[config.mk]
export PLATFORM = sky130hd
export DESIGN_NAME = sft_queue_ctrl
export DESIGN_NICKNAME = d
export VERILOG_FILES = /design/src/hdl/sft_byte_mem.v /design/src/hdl/sft_queue_ctrl.v
export VERILOG_INCLUDE_DIRS = /design/src /design/src/common
export SDC_FILE = /design/constraint.sdc
export NUM_CORES = 1
export LEC_CHECK = 0
export CORE_MARGIN = 2
export CORE_UTILIZATION = 63
export DETAILED_ROUTE_END_ITERATION = 16
export DONT_BUFFER_PORTS = 1
export PLACE_DENSITY = 0.79
export SLEW_MARGIN = 20
export SYNTH_ARGS = -nofsm -noshare
export SYNTH_HDL_FRONTEND = slang
export SYNTH_SLANG_ARGS = --single-unit
[constraint.sdc]
create_clock -name pclk -period 4 [get_ports pclk]
set_clock_uncertainty 0.1 [all_clocks]
set_input_delay 0.4 -clock pclk [delete_from_list [all_inputs] [get_ports pclk]]
set_output_delay 0.4 -clock pclk [all_outputs]
set_load 0.05 [all_outputs]
[src/common/sft_consts.vh]
`ifndef SFT_CONSTS_VH
`define SFT_CONSTS_VH

// ****************************************
// register byte offsets
// ****************************************
`define SFT_RXCFG_OFS 8'h00
`define SFT_TXCFG_OFS 8'h04
`define SFT_SETUP_OFS 8'h08
`define SFT_DATA_OFS 8'h0c
`define SFT_LEVEL_OFS 8'h10
`define SFT_IRQ_STAT_OFS 8'h14
`define SFT_IRQ_EN_OFS 8'h18
`define SFT_IRQ_CLR_OFS 8'h1c

// ****************************************
// queue configuration fields
// ****************************************
`define SFT_CFG_FLUSH_BIT 7
`define SFT_CFG_COND_BIT 6
`define SFT_CFG_THR_LSB 0
`define SFT_RXCFG_RST 3'h0
`define SFT_TXCFG_RST 3'h0

// ****************************************
// setup register fields
// ****************************************
`define SFT_SETUP_QEN_BIT 0
`define SFT_SETUP_DPX_LSB 1
`define SFT_SETUP_RXIE_BIT 3
`define SFT_SETUP_TXIE_BIT 4
`define SFT_SETUP_CHEN_BIT 5
`define SFT_SETUP_IDLE_BIT 6
`define SFT_SETUP_W 7
`define SFT_SETUP_RST 7'h00
`define SFT_DPX_HALF_RX 2'h1
`define SFT_DPX_HALF_TX 2'h2
`define SFT_DPX_FULL 2'h3

// ****************************************
// queue capacities and thresholds
// ****************************************
`define SFT_CAP_NONE 3'h0
`define SFT_CAP_HALF 3'h4
`define SFT_CAP_FULL 3'h2
// 3-bit level per threshold code, code 0 in bits 2:0
`define SFT_RX_THR_HALF 12'h68c
`define SFT_RX_THR_FULL 12'h28a
`define SFT_TX_THR_HALF 12'h688
`define SFT_TX_THR_FULL 12'h208

// ****************************************
// interrupt bits
// ****************************************
`define SFT_IRQ_RX_BIT 0
`define SFT_IRQ_TX_BIT 1
`define SFT_IRQ_RST 2'h0

`endif

[src/hdl/sft_byte_mem.v]
`timescale 1ns/1ns
// ****************************************
// small byte store with registered read
// ****************************************
module sft_byte_mem #(
    parameter DATA_W = 8,
    parameter ADDR_W = 2
) (
    input wire pclk,
    input wire presetn,
    input wire we,
    input wire [ADDR_W-1:0] waddr,
    input wire [DATA_W-1:0] wdata,
    input wire [ADDR_W-1:0] raddr,
    output wire [DATA_W-1:0] rdata
);

    reg [DATA_W-1:0] mem_r [0:(1<<ADDR_W)-1];
    reg [DATA_W-1:0] rdata_r;

    always @(posedge pclk) begin
        if (we) begin
            mem_r[waddr] <= wdata;
        end
    end

    // bypass so a byte written into an empty queue shows at once
    always @(posedge pclk or negedge presetn) begin
        if (!presetn) begin
            rdata_r <= {DATA_W{1'b0}};
        end else if (we && (waddr == raddr)) begin
            rdata_r <= wdata;
        end else begin
            rdata_r <= mem_r[raddr];
        end
    end

    assign rdata = rdata_r;

endmodule // sft_byte_mem

[src/hdl/sft_queue_ctrl.v]
// Chosen here: the register addresses and register access over APB.
`timescale 1ns/1ns
`include "sft_consts.vh"
// What this block does
// - writing one to rx_queue_flush empties the receive queue and the bit always reads zero.
// - rx condition 0 raises the receive event when the fill reaches the threshold, 1 also when a read leaves it at or above.
// - writing one to tx_queue_flush empties the transmit queue and the bit always reads zero.
// - tx condition 0 raises the transmit event when the fill reaches the threshold, 1 also when a take-out leaves it below.
// - tx threshold codes 00/01/10/11 mean empty/1/2/3 bytes outside full duplex and empty/1/empty/1 in full duplex.
// - enabled queues hold four bytes in their half duplex direction and two bytes each in full duplex.
// - the receive threshold event is passed on only while rx_queue_irq_enable is set.
module sft_queue_ctrl #(
    parameter ADDR_W = 12
) (
    input wire pclk,
    input wire presetn,
    input wire [ADDR_W-1:0] paddr,
    input wire psel,
    input wire penable,
    input wire pwrite,
    input wire [31:0] pwdata,
    output reg [31:0] prdata,
    output wire pready,
    output wire pslverr,
    input wire rx_in_valid,
    input wire [7:0] rx_in_byte,
    output wire rx_in_ready,
    output wire tx_out_valid,
    output wire [7:0] tx_out_byte,
    input wire tx_out_ready,
    input wire lowpower_wake,
    output wire queue_enable,
    output wire [1:0] duplex_sel,
    output wire channel_enable,
    output wire idle_run_allow,
    output wire irq
);

    // ****************************************
    // bus decode
    // ****************************************
    wire setup_ph = psel & ~penable;
    wire access = psel & penable;
    // only aligned words below offset 0x20 are mapped
    wire mapped = (paddr[ADDR_W-1:5] == {(ADDR_W-5){1'b0}}) && (paddr[1:0] == 2'h0);
    wire [7:0] ofs = {3'h0, paddr[4:0]};
    wire wr = access & pwrite & mapped;
    wire wr_rxcfg = wr && (ofs == `SFT_RXCFG_OFS);
    wire wr_txcfg = wr && (ofs == `SFT_TXCFG_OFS);
    wire wr_setup = wr && (ofs == `SFT_SETUP_OFS);
    wire wr_data = wr && (ofs == `SFT_DATA_OFS);
    wire wr_irq_en = wr && (ofs == `SFT_IRQ_EN_OFS);
    wire wr_irq_clr = wr && (ofs == `SFT_IRQ_CLR_OFS);

    // every access completes in its first cycle
    assign pready = 1'b1;
    assign pslverr = access & ~mapped;

    // ****************************************
    // configuration registers
    // ****************************************
    reg rx_cs_r;
    reg [1:0] rx_thr_r;
    reg tx_cs_r;
    reg [1:0] tx_thr_r;
    reg [`SFT_SETUP_W-1:0] setup_r;
    reg [1:0] irq_stat_r;
    reg [1:0] irq_en_r;
    reg pop_ok_r;

    // setup register fields drive the rest of the channel
    wire qen = setup_r[`SFT_SETUP_QEN_BIT];
    wire [1:0] dpx = setup_r[`SFT_SETUP_DPX_LSB +: 2];
    wire full_dpx = (dpx == `SFT_DPX_FULL);

    assign queue_enable = qen;
    assign duplex_sel = dpx;
    assign channel_enable = setup_r[`SFT_SETUP_CHEN_BIT];
    assign idle_run_allow = setup_r[`SFT_SETUP_IDLE_BIT];

    // stopping the channel or waking without idle run drops the tx setting
    wire tx_cfg_lost = (wr_setup & ~pwdata[`SFT_SETUP_CHEN_BIT] & setup_r[`SFT_SETUP_CHEN_BIT]) |
                       (lowpower_wake & ~setup_r[`SFT_SETUP_IDLE_BIT]);

    // unused config bits are not stored, so they read zero
    always @(posedge pclk or negedge presetn) begin
        if (!presetn) begin
            {rx_cs_r, rx_thr_r} <= `SFT_RXCFG_RST;
            {tx_cs_r, tx_thr_r} <= `SFT_TXCFG_RST;
            setup_r <= `SFT_SETUP_RST;
            irq_en_r <= `SFT_IRQ_RST;
        end else begin
            if (wr_rxcfg) begin
                rx_cs_r <= pwdata[`SFT_CFG_COND_BIT];
                rx_thr_r <= pwdata[`SFT_CFG_THR_LSB +: 2];
            end
            if (tx_cfg_lost) begin
                {tx_cs_r, tx_thr_r} <= `SFT_TXCFG_RST;
            end else if (wr_txcfg) begin
                tx_cs_r <= pwdata[`SFT_CFG_COND_BIT];
                tx_thr_r <= pwdata[`SFT_CFG_THR_LSB +: 2];
            end
            if (wr_setup) begin
                setup_r <= pwdata[`SFT_SETUP_W-1:0];
            end
            if (wr_irq_en) begin
                irq_en_r <= pwdata[1:0];
            end
        end
    end

    // ****************************************
    // capacities and thresholds
    // ****************************************
    reg [2:0] cap_rx;
    reg [2:0] cap_tx;

    // capacity follows queue enable and duplex selection
    always @* begin
        cap_rx = `SFT_CAP_NONE;
        cap_tx = `SFT_CAP_NONE;
        if (qen) begin
            case (dpx)
                `SFT_DPX_HALF_RX: begin
                    cap_rx = `SFT_CAP_HALF;
                end
                `SFT_DPX_HALF_TX: begin
                    cap_tx = `SFT_CAP_HALF;
                end
                `SFT_DPX_FULL: begin
                    cap_rx = `SFT_CAP_FULL;
                    cap_tx = `SFT_CAP_FULL;
                end
                default: begin
                    cap_rx = `SFT_CAP_NONE;
                    cap_tx = `SFT_CAP_NONE;
                end
            endcase
        end
    end

    // tables hold a 3-bit level per two-bit code
    wire [11:0] rx_tbl = full_dpx ? `SFT_RX_THR_FULL : `SFT_RX_THR_HALF;
    wire [11:0] tx_tbl = full_dpx ? `SFT_TX_THR_FULL : `SFT_TX_THR_HALF;
    wire [2:0] rx_level_thr = rx_tbl[rx_thr_r*3 +: 3];
    wire [2:0] tx_level_thr = tx_tbl[tx_thr_r*3 +: 3];

    // ****************************************
    // queue pointers and storage
    // ****************************************
    wire [1:0] push_req;
    wire [1:0] pop_req;
    wire [1:0] flush;
    wire [5:0] cap;
    wire [15:0] wdata;
    wire [1:0] push;
    wire [1:0] pop;
    wire [5:0] lvl;
    wire [5:0] lvl_nxt;
    wire [15:0] rdata;

    wire rd_data_acc = access & ~pwrite & mapped & (ofs == `SFT_DATA_OFS);

    assign push_req = {wr_data, rx_in_valid};
    // a data read pops only if a byte stood at its setup cycle
    assign pop_req = {tx_out_ready, rd_data_acc & pop_ok_r};
    wire rx_flush = wr_rxcfg & pwdata[`SFT_CFG_FLUSH_BIT];
    wire tx_flush = wr_txcfg & pwdata[`SFT_CFG_FLUSH_BIT];
    assign flush = {tx_flush, rx_flush};
    assign cap = {cap_tx, cap_rx};
    assign wdata = {pwdata[7:0], rx_in_byte};

    // two-byte queues wrap on bit 0 only
    function [1:0] ptr_step;
        input [1:0] ptr;
        input two;
        begin
            ptr_step = two ? {1'b0, ~ptr[0]} : ptr + 2'h1;
        end
    endfunction

    // one pointer pair and level counter per direction, rx is entry 0
    genvar q;
    generate
        for (q = 0; q < 2; q = q + 1) begin : g_queue
            reg [1:0] wp_r;
            reg [1:0] rp_r;
            reg [2:0] lvl_r;
            wire two = (cap[q*3 +: 3] == `SFT_CAP_FULL);
            wire [1:0] rp_nxt;

            assign push[q] = push_req[q] & (lvl_r < cap[q*3 +: 3]);
            assign pop[q] = pop_req[q] & (lvl_r != 3'h0);
            assign lvl_nxt[q*3 +: 3] = flush[q] ? 3'h0 : lvl_r + {2'h0, push[q]} - {2'h0, pop[q]};
            assign lvl[q*3 +: 3] = lvl_r;
            assign rp_nxt = flush[q] ? 2'h0 : (pop[q] ? ptr_step(rp_r, two) : rp_r);

            // flush wins over a push or pop in the same cycle
            always @(posedge pclk or negedge presetn) begin
                if (!presetn) begin
                    wp_r <= 2'h0;
                    rp_r <= 2'h0;
                    lvl_r <= 3'h0;
                end else if (flush[q]) begin
                    wp_r <= 2'h0;
                    rp_r <= 2'h0;
                    lvl_r <= 3'h0;
                end else begin
                    if (push[q]) begin
                        wp_r <= ptr_step(wp_r, two);
                    end
                    rp_r <= rp_nxt;
                    lvl_r <= lvl_nxt[q*3 +: 3];
                end
            end

            // reading at the next pointer keeps the head byte in the output flop
            sft_byte_mem #(
                .DATA_W(8),
                .ADDR_W(2)
            ) u_mem (
                .pclk(pclk),
                .presetn(presetn),
                .we(push[q] & ~flush[q]),
                .waddr(wp_r),
                .wdata(wdata[q*8 +: 8]),
                .raddr(rp_nxt),
                .rdata(rdata[q*8 +: 8])
            );
        end
    endgenerate

    assign rx_in_ready = lvl[2:0] < cap_rx;
    assign tx_out_valid = lvl[5:3] != 3'h0;
    assign tx_out_byte = rdata[15:8];

    // ****************************************
    // threshold events and interrupt
    // ****************************************
    // level after this edge, used by the threshold compares
    wire [2:0] rx_after = lvl_nxt[2:0];
    wire [2:0] tx_after = lvl_nxt[5:3];
    // a push and a pop together keep the level, and a flush never raises an event
    wire rx_only_push = push[0] & ~pop[0] & ~flush[0];
    wire rx_only_pop = pop[0] & ~push[0] & ~flush[0];
    wire tx_only_pop = pop[1] & ~push[1] & ~flush[1];

    wire rx_evt = (rx_only_push & (rx_after == rx_level_thr)) |
                  (rx_cs_r & rx_only_pop & (rx_after >= rx_level_thr));
    wire tx_evt = (tx_only_pop & (tx_after == tx_level_thr)) |
                  (tx_cs_r & tx_only_pop & (tx_after < tx_level_thr));

    wire [1:0] irq_set;
    assign irq_set[`SFT_IRQ_RX_BIT] = rx_evt & qen & setup_r[`SFT_SETUP_RXIE_BIT];
    assign irq_set[`SFT_IRQ_TX_BIT] = tx_evt & qen & setup_r[`SFT_SETUP_TXIE_BIT];
    // clear bits come only from a write to the clear register
    wire [1:0] irq_clr = wr_irq_clr ? pwdata[1:0] : 2'h0;

    // a set in the clearing cycle wins
    always @(posedge pclk or negedge presetn) begin
        if (!presetn) begin
            irq_stat_r <= `SFT_IRQ_RST;
        end else begin
            irq_stat_r <= (irq_stat_r & ~irq_clr) | irq_set;
        end
    end

    // level output, high while an enabled status bit stands
    assign irq = |(irq_stat_r & irq_en_r);

    // ****************************************
    // read data, captured in the setup cycle
    // ****************************************
    reg [31:0] rd_mux;

    always @* begin
        case (ofs)
            `SFT_RXCFG_OFS: rd_mux = {24'h0, 1'b0, rx_cs_r, 4'h0, rx_thr_r};
            `SFT_TXCFG_OFS: rd_mux = {24'h0, 1'b0, tx_cs_r, 4'h0, tx_thr_r};
            `SFT_SETUP_OFS: rd_mux = {25'h0, setup_r};
            `SFT_DATA_OFS: rd_mux = {24'h0, (lvl[2:0] != 3'h0) ? rdata[7:0] : 8'h00};
            `SFT_LEVEL_OFS: rd_mux = {21'h0, lvl[5:3], 5'h0, lvl[2:0]};
            `SFT_IRQ_STAT_OFS: rd_mux = {30'h0, irq_stat_r};
            `SFT_IRQ_EN_OFS: rd_mux = {30'h0, irq_en_r};
            default: rd_mux = 32'h0;
        endcase
    end

    // a data read captures the head byte before its pop in the access cycle
    always @(posedge pclk or negedge presetn) begin
        if (!presetn) begin
            prdata <= 32'h0;
            pop_ok_r <= 1'b0;
        end else if (setup_ph) begin
            prdata <= (mapped && !pwrite) ? rd_mux : 32'h0;
            pop_ok_r <= mapped & ~pwrite & (ofs == `SFT_DATA_OFS) & (lvl[2:0] != 3'h0);
        end else if (access) begin
            pop_ok_r <= 1'b0;
        end
    end

endmodule // sft_queue_ctrl

* After elaboration in Yosys (flattened, before gate mapping)
Memory sizes are Yosys's and may differ from the RTL's. A register that Yosys moved wholly into a read port is not among the register bits.
Index checks and enable logic that the tools add are counted.
** Word-level totals
- Flip-flop bits (word level) :: 64
- Output and inout bits :: 50
- Input bits :: 60
- Memories :: 2
- RAM bits :: 64
** Memories
- g_queue[0].u_mem.mem_r :: words 4, width 8, rd ports 1, clocked after memory_dff 1, wr ports 1, line sft_byte_mem.v:18 : reg [DATA_W-1:0] mem_r [0:(1<<ADDR_W)-1];
- g_queue[1].u_mem.mem_r :: words 4, width 8, rd ports 1, clocked after memory_dff 1, wr ports 1, line sft_byte_mem.v:18
** Cells by class
- Muxes and demuxes :: 38
- Reduce and logical (&&, ||, !) cells :: 21
- Eq/ne operators :: 14
- Order comparisons :: 4
- Shifts and indexed selects :: 2
- Bitwise operators :: 60
- Multipliers :: 2
- Add/sub/neg operators :: 8
** Operators by type and width (number)
- $pmux W11 S7 :: 1
- $and A1 B1 Y1 :: 39
- $mux W2 :: 17
- $mux W32 :: 1
- $shiftx A12 B5 Y3 :: 2
- $mux W11 :: 2
- $eq A5 B5 Y1 const B :: 4
- $mux W3 :: 6
- $not A1 Y1 :: 14
- $pmux W3 S2 :: 2
- $eq A5 B4 Y1 const B :: 2
- $lt A3 B3 Y1 :: 3
- $add A2 B1 Y2 const B :: 4
- $logic_and A1 B1 Y1 :: 8
- $logic_not A8 Y1 :: 1
- $mul A2 B2 Y4 const B :: 2
- $mux W1 :: 8
- $mux W8 :: 1
- $reduce_bool A2 Y1 :: 4
- $logic_not A7 Y1 :: 1
- $add A3 B1 Y3 :: 2
- $eq A3 B2 Y1 const B :: 2
- $eq A3 B3 Y1 :: 2
- $reduce_bool A3 Y1 :: 2
- 12 further kinds :: 19

* Depth between registers and ports, before layout
Gate-level depths: netlist of run 1.
- Depth after elaboration :: 14
- Mapped depth :: 19

* Cells and area by module
A second synthesis of run 1 with hierarchy kept.
** Second synthesis, totals
- Cell total of the unflattened synthesis :: 420
- Area, all modules :: 5818.1 sq um
** Modules (own cells, without submodules)
- sft_byte_mem :: cells each 66, seq. area each 1161.1 sq um, instances 2, area each 1556.5 sq um
- sft_queue_ctrl :: cells each 288, seq. area each 1076.0 sq um, instances 1, area each 2705.1 sq um

* Least setup slack after synthesis of run 1
Ideal clock, no wire load.
- Path type :: register to register
- From :: register setup_r[0]
- To :: register irq_stat_r[0]
- Data arrival time :: 4.267 ns
- Period minus slack after synthesis :: 4.487 ns
- Setup slack :: -0.487 ns
- Setup time :: 0.120 ns
- Stages on the path, launching flop included :: 20
- Path through :: dfrtp_1 > clkbuf_1 > nand3b_1 > ha_1 > o21a_1 > nor2_1 > nand2_1 > inv_2 > ha_1 > inv_1 > fa_1 > xor2_1 > xnor2_1 > nor2_1 > ha_1 > nor2b_1 > o21ai_0 > nor4_1 > a21o_1 > a41o_1
** Between the ends
- Longest elaborated chain between the ends :: 12
- Elaborated cells between the ends (all ways) :: 20
- Classes of those cells :: add/sub (2); order compare (2); eq/ne (1); mux (2); bitwise (13)
** RTL lines
- from (decl) :: line sft_queue_ctrl.v:66 : reg [`SFT_SETUP_W-1:0] setup_r;
- from (signal assigned) :: line sft_queue_ctrl.v:90 : setup_r <= `SFT_SETUP_RST;
- from (signal assigned) :: line sft_queue_ctrl.v:104 : setup_r <= pwdata[`SFT_SETUP_W-1:0];
- $mux W3 * :: line sft_queue_ctrl.v:122 : if (qen) begin
- $lt A3 B3 Y1 *
- via rx_in_ready :: line sft_queue_ctrl.v:27 : output wire rx_in_ready,
- $and A1 B1 Y1 * :: line sft_queue_ctrl.v:192 : assign push[q] = push_req[q] & (lvl_r < cap[q*3 +: 3]);
- $add A3 B1 Y3 or $not A1 Y1 (tied branches) :: line sft_queue_ctrl.v:194, sft_queue_ctrl.v:245
- $sub A3 B1 Y3 or $and A1 B1 Y1 (tied branches) :: line sft_queue_ctrl.v:194, sft_queue_ctrl.v:245
- $mux W3 or $and A1 B1 Y1 (tied branches) :: line sft_queue_ctrl.v:194, sft_queue_ctrl.v:245
- $ge A3 B3 Y1 (tied with other cells) :: line sft_queue_ctrl.v:249 : (rx_cs_r & rx_only_pop & (rx_after >= rx_level_thr));
- $and A1 B1 Y1 (on tied branches) :: line sft_queue_ctrl.v:249, sft_queue_ctrl.v:248
- $or A1 B1 Y1 * :: line sft_queue_ctrl.v:248 : wire rx_evt = (rx_only_push & (rx_after == rx_level_thr)) |
- $and A1 B1 Y1 * (2 in a row) :: line sft_queue_ctrl.v:254 : assign irq_set[`SFT_IRQ_RX_BIT] = rx_evt & qen & setup_r[`SFT_SETUP_RXIE_BIT];
- $or A2 B2 Y2 * :: line sft_queue_ctrl.v:264 : irq_stat_r <= (irq_stat_r & ~irq_clr) | irq_set;
- to (signal assigned) :: line sft_queue_ctrl.v:262 : irq_stat_r <= `SFT_IRQ_RST;
- to (signal assigned) :: line sft_queue_ctrl.v:264
- to (decl) :: line sft_queue_ctrl.v:67 : reg [1:0] irq_stat_r;
Mark *: on every way through the listed nets, which the timed path passes. The rest lies on a longest branch.
A chain may end at the register's enable or synchronous reset.

* Worst setup path after layout of run 1
- From :: register g_queue[0].lvl_r[2]
- To :: register irq_stat_r[0]
** Between the ends
- Longest elaborated chain between the ends :: 11
- Elaborated cells between the ends (all ways) :: 22
- Classes of those cells :: add/sub (2); order compare (2); eq/ne (1); mux (1); bitwise (15); reduce/logical (1)
** RTL lines
- from (decl) :: line sft_queue_ctrl.v:188 : reg [2:0] lvl_r;
- from (signal assigned) :: line sft_queue_ctrl.v:213 : lvl_r <= lvl_nxt[q*3 +: 3];
- $lt A3 B3 Y1 :: line sft_queue_ctrl.v:192
- $and A1 B1 Y1 :: line sft_queue_ctrl.v:192
- $add A3 B1 Y3 or $not A1 Y1 (tied branches) :: line sft_queue_ctrl.v:194, sft_queue_ctrl.v:245
- $sub A3 B1 Y3 or $and A1 B1 Y1 (tied branches) :: line sft_queue_ctrl.v:194, sft_queue_ctrl.v:245
- $mux W3 or $and A1 B1 Y1 (tied branches) :: line sft_queue_ctrl.v:194, sft_queue_ctrl.v:245
- $ge A3 B3 Y1 (tied with other cells) :: line sft_queue_ctrl.v:249
- $and A1 B1 Y1 (on tied branches) :: line sft_queue_ctrl.v:249, sft_queue_ctrl.v:248
- $or A1 B1 Y1 * :: line sft_queue_ctrl.v:248
- $and A1 B1 Y1 * (2 in a row) :: line sft_queue_ctrl.v:254
- $or A2 B2 Y2 * :: line sft_queue_ctrl.v:264
Every way passes the cells marked *; elsewhere a longest branch is shown, timed or not.

==> summary.md, run 1 <==
| Metric | Value |
|---|---|
| DIE AREA | `around 10000 um2` |
| Post-synth top cells | `edfxtp_1 (64), dfrtp_1 (59), mux2i_1 (52), mux2_2 (30), buf_4 (25)` |
| Slew of the pin with the lowest slew margin | `about 1.2 ns` |
| TritonCTS clock tree | `done` |
| Fin nets | `between 500 and 600` |
| PwrDens | `around 550 nW/um2` |
| Power after layout | `3.74 mW` |
| Largest cells by area after synthesis | `edfxtp_1 (32%), dfrtp_1 (25%), mux2i_1 (8.8%)` |
| YS warnings | `0` |
| Post-layout instance area | `approximately 6800 um2` |
| GP Congestion | `roughly 0.94` |
| Ys flop type | `edfxtp_1` |
| Post-layout util | `~75%` |
| All-layer global routing usage | `a little over a quarter` |
| Final ANT Viol Nets | `0` |
| Flops & latches, synth | `about 120` |
| Placed insts | `between 500 and 600` |
| Critical Path AT | `about 4 ns` |
| Top Ports | `between 100 and 150` |
| # Max-Cap Violations | `0` |
| Hold crit path type | `in -> reg` |
| Netlist Area Pre-Place | `between 5000 and 6000 um2` |
| Antenna violations before repair | `0` |
| Layout cells sized above 1 | `a little under a fifth` |
| Row cnt | `35` |
| Post-synth EDFFs | `64` |
| WL/cell | `between 20 and 25 um` |
| Min-Delay Path Depth | `3` |
| Crit start category | `flip-flop` |
| PortBufs | `0` |
| Dpl hpwl | `about 8400 um` |
| Crit Path Category | `reg -> reg` |
| Period utilization | `between 90% and 100%` |
| Status | `finished, final reports clean` |
| DR vias | `around 3800` |
| Most common cell in the synthesized netlist | `edfxtp_1` |
| Hold slack | `around 0.041 ns` |
| Area leader, netlist | `edfxtp_1` |
| Relative slew slack | `a little over a fifth` |
| Antenna diodes | `0` |
| Mean Syn Cell Area | `approximately 13 um2` |
| Vias in the first global route | `3930` |
| Core area | `9150 um2` |
| FILL cells | `562` |
| DRC | `0` |
| Total grt overflow | `0` |
| CP max FO | `4` |
| Clock Latency Late Sink | `0.51 ns` |
| Vias/cell | `roughly 6.2` |
| Sequential fraction of the synthesis area | `57.5%` |
| Die H | `about 100 um` |
| Worst-path clk slew | `0.06 ns` |
| Chip Width | `101 um` |
| Final Hold Fails | `0` |
| Worst setup margin | `0.311 ns` |
| Lkg Pwr | `2.97 nW` |
| DRT Pass-1 Iters | `5` |
| Setup tns final | `0 ns` |
| Total clock buffers created by CTS | `17` |
| 1st-iter DRT viols | `293` |
| Synthesized instance count | `between 400 and 500` |
| Root Buffer | `clkbuf_8` |
| Synth top area share | `between 30% and 40%` |
| FMAX | `approximately 270 MHz` |
| Finished Layout Cells | `slightly above 600` |
| Routed Wire Length | `12800 um` |
| Distinct cells, synth | `55` |
| Htree depth | `4` |
| Peak VDD IR | `between 0.3 and 0.4 mV` |
| Area grow syn2layout | `15.6%` |
| Worst Path Required | `around 4.3 ns` |
| Pre-CTS setup slack | `between 0.09 and 0.1 ns` |
| Clock sink total | `about 120` |
| Starting Density | `approximately 65%` |
| RSZ-0062 raised after global routing | `false` |
| Async SR Flop Fraction | `between 40 and 50%` |
| First-pass GRT wire length | `about 20000 um` |
| Setup violators final | `0` |
| Final Max Slew Viols | `0` |
| Period minus WS final | `between 3 and 4 ns` |
| CP endpoint kind | `flip-flop` |
| R2R depth | `17` |
| Placed cell area | `between 6000 and 7000 um2` |
| Pin count of the biggest net entering global routing | `60` |
| Clock tree buffer depth | `2` |
==> routing by layer <==
metal  share of wire [%]  up-vias  global-route usage (%)
met3                 7.2       28                    7.63
met5                   0        -                       0
li1                    -     1715                       -
met2                  52      172                    47.8
met1                  39     1927                    31.0
met4                 2.1        0                    11.0
==> power by group <==
group          total [mW]  switching [mW]  internal, mW
combinational       0.689           0.389         0.299
sequential           1.62           0.210          1.41
clock                1.43           0.590         0.836
==> cell type report <==
type	count	area, um2	area share, %
clock buffer	18	418	6.11
clock inverter	14	135	1.98
inverter	21	78.8	1.15
multi-input combinational	295	2290	33.5
sequential	123	3400	49.7
tap	111	139	2.03
timing repair buffer	40	380	5.56
==> state kept, by name, indices dropped and copies added, names as in the netlist <==
| name | count |
|---|---|
| irq_en_r | 2 |
| g_queue.u_mem.mem_r | 64 |
| setup_r | 7 |
| g_queue.u_mem.rdata | 16 |
| rx_thr_r | 2 |
| rx_cs_r | 1 |
| irq_stat_r | 2 |
| g_queue.lvl_r | 6 |
| tx_cs_r | 1 |
| pop_ok_r | 1 |
| g_queue.wp_r | 4 |
| tx_thr_r | 2 |
| g_queue.rp_r | 4 |
| prdata | 11 |
==> timing repair <==
action	4_1_cts	5_1_grt
endpoints found under the setup margin	0	1
hold buffers	22	0
hold endpoints to repair	158	0
gates resized for setup	0	1
setup buffers	0	0
==> cell usage in the layout, fill, tap and decap left out, drive strengths merged, types with 7 or more instances in the layout <==
cell type / instances
nand2: 24
ha: 19
and3: 7
nor3: 9
mux2i: 52
buf: 19
inv: 27
xnor2: 7
mux2: 30
clkbuf: 18
nand3: 11
edfxtp: 64
o21ai: 14
dfrtp: 59
conb: 22
dlygate4sd3: 21
nor2: 24
==> worst paths after layout <==
path / startpoint / end / slack [ns]
max in group asynchronous: presetn / setup_r[0] / 3.19
min reg2reg: g_queue[0].u_mem.rdata[7] / prdata[7] / 0.43
min: pwdata[7] / g_queue[1].lvl_r[0] / 0.04
max reg2reg: g_queue[0].lvl_r[2] / irq_stat_r[0] / 0.31
max: g_queue[0].lvl_r[2] / irq_stat_r[0] / 0.31
min in group asynchronous: presetn / g_queue[1].u_mem.rdata[2] / 0.34
==> cells by family (layout without fill, tap and decap cells) <==
| family | Yosys count | after routing | share of synthesized area (%) |
|---|---|---|---|
| DFF | 123 | 123 | 57.5 |
| other | 2 | 22 | 0.127 |
| and+or+nand+nor | 113 | 113 | 10.4 |
| muxes | 83 | 83 | 14.9 |
| adders and majority gates | 21 | 21 | 4.70 |
| xor gates and xnor gates | 10 | 10 | 1.48 |
| AOI/OAI and AO/OA | 46 | 46 | 5.37 |
| buffers and inverters | 58 | 93 | 5.58 |
==> worst max-delay path, stage by stage (launching register included) <==
cell,delay [ns]
dfrtp_1,0.43
nor3_1,0.10
or3_1,0.37
nor4_2,0.23
ha_1,0.30
inv_1,0.06
ha_1,0.15
inv_1,0.05
fa_1,0.37
xor2_1,0.16
xnor2_1,0.12
nor2_1,0.16
ha_1,0.27
nor2b_1,0.13
o21ai_0,0.14
nor4_1,0.06
a21o_1,0.15
a41o_1,0.22
No activity file was read; power rests on OpenSTA's default activity.
==> run 2: changes to the inputs <==
- PLACE_DENSITY: 0.79 -> 0.87
==> run 2 against run 1 <==
  * Clock power rose by 4%
  * Register-to-register slack got worse by 0.17 ns
  * Non-clock buffer count fell by 1
  * Power rose by 1.1%
  * Global-route usage rose by 0.55 points
  * Critical endpoint unchanged
  * Sequential cell count did not move
  * Via count rose by 0.78%
  * Sequential power barely moved
  * Cell area rose by 0.26%
  * Core utilization rose by 0.19 points
  * Count of clock-buffer cells in the layout fell by 1
  * Critical path type unchanged
  * Combinational power fell by 2%
==> summary.md, run 2 (synthesis gave the netlist of run 1 again) <==
| Metric | Value |
|---|---|
| Status | `finished, final reports clean` |
| Top reg by flops | `g_queue.u_mem.mem_r` |
| FILL cells | `about 530` |
| R2R depth | `17` |
| Hold EP | `g_queue[1].lvl_r[0]` |
| Root Buffer | `clkbuf_8` |
| PortBufs | `0` |
| Relative slew slack | `between 20% and 30%` |
| Final Hold Fails | `0` |
| Clock sink total | `about 120` |
| GP Congestion | `0.925` |
| Pin count of the biggest net entering global routing | `60` |
| Vias/cell | `about 6.2` |
| Chip Width | `101 um` |
| Routed Wire Length | `between 10000 and 15000 um` |
| Worst R2R Setup Slack | `0.14 ns` |
| Hold path startpoint | `pwdata[7]` |
| CP endpoint kind | `flip-flop` |
| Slew of the pin with the lowest slew margin | `~1.2 ns` |
| RR Endpoint | `irq_stat_r[0]` |
| Largest register FFs | `64` |
| PwrDens | `551 nW/um2` |
| Power share of the clock group | `around two fifths` |
| Period minus WS final | `approximately 3.9 ns` |
| WL/cell | `between 20 and 25 um` |
| Final Max Slew Viols | `0` |
| Peak VDD IR | `0.350 mV` |
| Starting Density | `between 60% and 70%` |
| Crit start category | `flip-flop` |
| Vias in the first global route | `approximately 4000` |
| Htree depth | `4` |
| Clock tree buffer depth | `2` |
| Sw frac | `31.0%` |
| CP max FO | `4` |
| Layout cells sized above 1 | `17.8%` |
| Commonest non-fill, non-tap cell in the layout | `edfxtp_1` |
| Hold crit path type | `in -> reg` |
| TritonCTS clock tree | `done` |
| Total clock buffers created by CTS | `17` |
| DRT Pass-1 Iters | `5` |
| Top Ports | `110` |
| Die H | `roughly 100 um` |
| Row cnt | `35` |
| Cell internal pwr | `about 2.6 mW` |
| Most frequent cells in the layout | `edfxtp_1 (64), dfrtp_1 (58), mux2i_1 (52), mux2_2 (30), nand2_1 (24)` |
| Post-CTS Setup Repair Bufs | `0` |
| Pre-CTS setup slack | `-0.0452 ns` |
| Antenna violations before repair | `0` |
| DRC | `0` |
| DIE AREA | `10200 um2` |
| Switching power of the nets | `approximately 1.2 mW` |
| First-pass GRT wire length | `20800 um` |
| Worst setup margin | `roughly 0.14 ns` |
| Antenna diodes | `0` |
| Critical Path AT | `4.22 ns` |
| Worst-path clk slew | `~0.06 ns` |
| Worst Path Required | `between 4 and 5 ns` |
| Period utilization | `96.6%` |
| Total grt overflow | `0` |
| Hold slack | `around 0.025 ns` |
| DR vias | `3872` |
| # Max-Cap Violations | `0` |
| Setup violators final | `0` |
| Power after layout | `~3.8 mW` |
| Gate power share | `17.8%` |
| Core area | `between 9000 and 10000 um2` |
| Fin nets | `between 500 and 600` |
| 1st-iter DRT viols | `~360` |
| FMAX | `approximately 260 MHz` |
| Clock Latency Late Sink | `0.52 ns` |
| Crit Path Category | `reg -> reg` |
| All-layer global routing usage | `approximately 28%` |
| Area grow syn2layout | `15.9%` |
| Sequential Power Share | `a little over two fifths` |
| Final ANT Viol Nets | `0` |
| Dpl hpwl | `between 8000 and 9000 um` |
| Lkg Pwr | `approximately 3 nW` |
| Worst r2r src | `g_queue[0].lvl_r[2]` |
| Min-Delay Path Depth | `3` |
-- run 2: layer usage --
layer | vias to the layer above | routed length (um) | global-route usage, % | part of all wire, %
li1 | 1713 | - | - | -
met1 | 1918 | 5040 | 33.2 | 38
met2 | 194 | 6640 | 46.3 | 51
met3 | 47 | 1060 | 8.60 | 8.1
met4 | 0 | 359 | 11.6 | 2.7
met5 | - | 0 | 0 | 0
-- run 2: worst max-delay path by stage --
stage / from / endpoint / slack [ns]
global placement: paddr[6] / irq_stat_r[0] / 0.13
CTS: g_queue[0].lvl_r[2] / irq_stat_r[0] / 0.06
global route: g_queue[0].lvl_r[2] / irq_stat_r[0] / -0.02
finish: g_queue[0].lvl_r[2] / irq_stat_r[0] / 0.14
detailed placement: paddr[6] / irq_stat_r[0] / -0.05
floorplan: setup_r[0] / irq_stat_r[0] / 0.09
-- run 2: critical path, stage by stage, from the launching register on --
cell and delay (ns):
dfrtp_1 0.44, nor3_1 0.11, or3_1 0.40, nor4_4 0.22, ha_1 0.29, inv_1 0.06, ha_1 0.13, inv_1 0.05
fa_1 0.37, xor2_1 0.16, xnor2_1 0.17, nor2_1 0.09, ha_1 0.32, nor2b_1 0.13, o21ai_0 0.08, nor4_1 0.34
a21o_1 0.17, a41o_1 0.17
-- run 2: cell type report --
| cell class | count | area, um2 | area share [%] |
|---|---|---|---|
| multi-input cells | 295 | 2300 | 33.5 |
| clock buffers | 17 | 414 | 6.04 |
| clock inverters | 15 | 163 | 2.37 |
| flip-flops and latches | 123 | 3400 | 49.6 |
| inverters | 21 | 78.8 | 1.15 |
| well taps | 111 | 139 | 2.03 |
| repair buffers | 39 | 365 | 5.33 |
-- run 2: metrics by stage --
| step | cells | util [%] | instance area [um2] | setup TNS [ns] |
|---|---|---|---|---|
| final | 621 | 74.9 | 6860 | 0 |
| after global routing | 621 | 74.9 | 6860 | -0.0182 |
| after floorplan | 476 | - | 6000 | 0 |
| after detailed placement | 567 | 65.9 | 6030 | -0.0452 |
| after CTS | 621 | 74.8 | 6840 | 0 |
| after global placement | 567 | 65.9 | 6030 | 0 |
-- run 2: what timing repair did --
action | in CTS | in global routing
gates resized for setup | 0 | 2
endpoints found under the setup margin | 0 | 1
hold endpoints to repair | 159 | 0
hold buffers | 22 | 0
-- run 2: power by group through the flow --
stage,combinational (mW),clock (mW),sequential [mW]
finish,0.674,1.49,1.62
floorplan,0.532,0,1.63
detailed placement,0.627,0,1.64
global route,0.741,1.55,1.63
CTS,0.675,1.49,1.62
global placement,0.600,0,1.64
==> run 3: changes to the inputs <==
- RECOVER_POWER: unset -> 100
==> run 3 against run 2 <==
  * The run now ends with capacitance limit, slew limit left
  * Routed wire length shrank 0.46%
  * Power shrank 0.37%
  * Register-to-register slack is essentially flat
  * Die area is the same
  * Cell count is the same
==> summary.md, run 3 (synthesis gave the netlist of run 1 again) <==
| Metric | Value |
|---|---|
| Status | `finished, violations left` |
| Failing checks | `capacitance limit, slew limit` |
| DRC | `0` |
| Vias/cell | `just over 6` |
| Antenna diodes | `0` |
| Period minus WS final | `around 3.9 ns` |
| PortBufs | `0` |
| Post-CTS Setup Repair Bufs | `0` |
| DIE AREA | `10200 um2` |
| First-pass GRT wire length | `~21000 um` |
| TritonCTS clock tree | `done` |
| Crit start category | `flip-flop` |
| Vias in the first global route | `3981` |
| Top Ports | `110` |
| Root Buffer | `clkbuf_8` |
| All-layer global routing usage | `27.6%` |
| CP endpoint kind | `flip-flop` |
| Dpl hpwl | `~8300 um` |
| Clock sink total | `123` |
| Layout cells sized above 1 | `about 16%` |
| Commonest non-fill, non-tap cell in the layout | `edfxtp_1` |
| Worst Path Required | `4.36 ns` |
| Hold slack | `~0.031 ns` |
| Finished Layout Cells | `slightly above 600` |
| Final ANT Viol Nets | `0` |
| FILL cells | `543` |
| Setup violators final | `0` |
| Final Hold Fails | `0` |
| PwrDens | `552 nW/um2` |
| Crit Path Category | `reg -> reg` |
| GP Congestion | `approximately 0.93` |
| 1st-iter DRT viols | `approximately 340` |
| Peak VDD IR | `about 0.35 mV` |
| Largest register FFs | `64` |
| Period utilization | `a little over nine tenths` |
| # Max-Cap Violations | `1` |
| DR vias | `between 3000 and 4000` |
| Top reg by flops | `g_queue.u_mem.mem_r` |
| Setup tns final | `0 ns` |
| DRT Pass-1 Iters | `6` |
| Most frequent cells in the layout | `edfxtp_1 (64), dfrtp_1 (58), mux2i_1 (52), mux2_2 (30), nand2_1 (24)` |
| Lkg Pwr | `~3.0 nW` |
| Antenna violations before repair | `0` |
| Final Max Slew Viols | `60` |
| Starting Density | `between 60 and 70%` |
| Power after layout | `~3.8 mW` |
| Area grow syn2layout | `15.2%` |
| Fin nets | `a little under 600` |
| Hold crit path type | `in -> reg` |
| Slew of the pin with the lowest slew margin | `between 2 and 3 ns` |
| Chip Width | `around 100 um` |
| Row cnt | `35` |
| Die H | `around 100 um` |
| Routed Wire Length | `roughly 13000 um` |
| Total grt overflow | `0` |
| Total clock buffers created by CTS | `17` |
| Placed insts | `567` |
| Worst-path clk slew | `0.06 ns` |
| FMAX | `around 260 MHz` |
| Htree depth | `4` |
| Clock tree buffer depth | `2` |
| Clock Latency Late Sink | `0.52 ns` |
| Core area | `9150 um2` |
| Critical Path AT | `approximately 4.2 ns` |
| CP max FO | `4` |
| Relative slew slack | `-78.0%` |
| WL/cell | `between 20 and 25 um` |
| Pin count of the biggest net entering global routing | `60` |
-- run 3: cell count changes in the layout (fill, tap and decap cells not counted), sizes merged --
| cell | before | now |
|---|---|---|
| buf | 18 | 10 |
| clkbuf | 17 | 24 |
| dlymetal6s4s | 0 | 1 |
-- run 3: final timing paths --
path	from	end	depth (start not counted)	slack, ns
worst max-delay path	g_queue[0].lvl_r[2]	irq_stat_r[0]	17	0.14
worst max register to register	g_queue[0].lvl_r[2]	irq_stat_r[0]	17	0.14
max in group asynchronous	presetn	setup_r[0]	2	0.79
min in group asynchronous	presetn	g_queue[1].u_mem.rdata[2]	2	1.29
worst min register to register	g_queue[0].u_mem.rdata[7]	prdata[7]	2	0.42
worst min-delay path	pwdata[7]	g_queue[1].lvl_r[0]	3	0.03
-- run 3: worst max-delay path, stage by stage (launching register included) --
cell and delay (ns):
dfrtp_1 0.44, nor3_1 0.11, or3_1 0.40, nor4_4 0.21, ha_1 0.29, inv_1 0.06, ha_1 0.13, inv_1 0.05
fa_1 0.37, xor2_1 0.16, xnor2_1 0.17, nor2_1 0.09, ha_1 0.32, nor2b_1 0.13, o21ai_0 0.08, nor4_1 0.34
a21o_1 0.17, a41o_1 0.17
-- run 3: per-stage QoR --
step	setup slack (ns)	utilization (%)	cell area [um2]
2_1_floorplan	0.0886	-	6000
6_report	0.141	74.5	6820
3_3_place_gp	0.131	65.9	6030
3_5_place_dp	-0.0452	65.9	6030
5_1_grt	-0.0182	74.5	6820
4_1_cts	0.0583	74.8	6840
-- run 3: timing repair --
item                       CTS  global route
setup endpoints to repair    0             1
hold endpoints to repair   159             0
resized for setup            0             2
hold buffers                22             0
-- run 3: where the power goes --
group / internal [mW] / switching, mW
Clock: 0.895 / 0.586
Sequential: 1.41 / 0.206
Combinational: 0.290 / 0.374
Total: 2.60 / 1.17
-- run 3: per-layer routing --
metal  vias up  track usage [%]  share of wire (%)
met2       198             46.3                 51
met5         -                0                  0
met4         0             11.6                2.9
met1      1898             33.2                 38
li1       1713                -                  -
met3        47             8.60                8.3
-- run 3: cell type report --
type	instances	area, um2	share of cell area, %
clock buffers	17	414	6.08
clock inverters	15	163	2.39
inverters	21	78.8	1.16
multi-input cells	295	2300	33.7
flip-flops and latches	123	3400	49.9
well taps	111	139	2.04
repair buffers	39	324	4.75
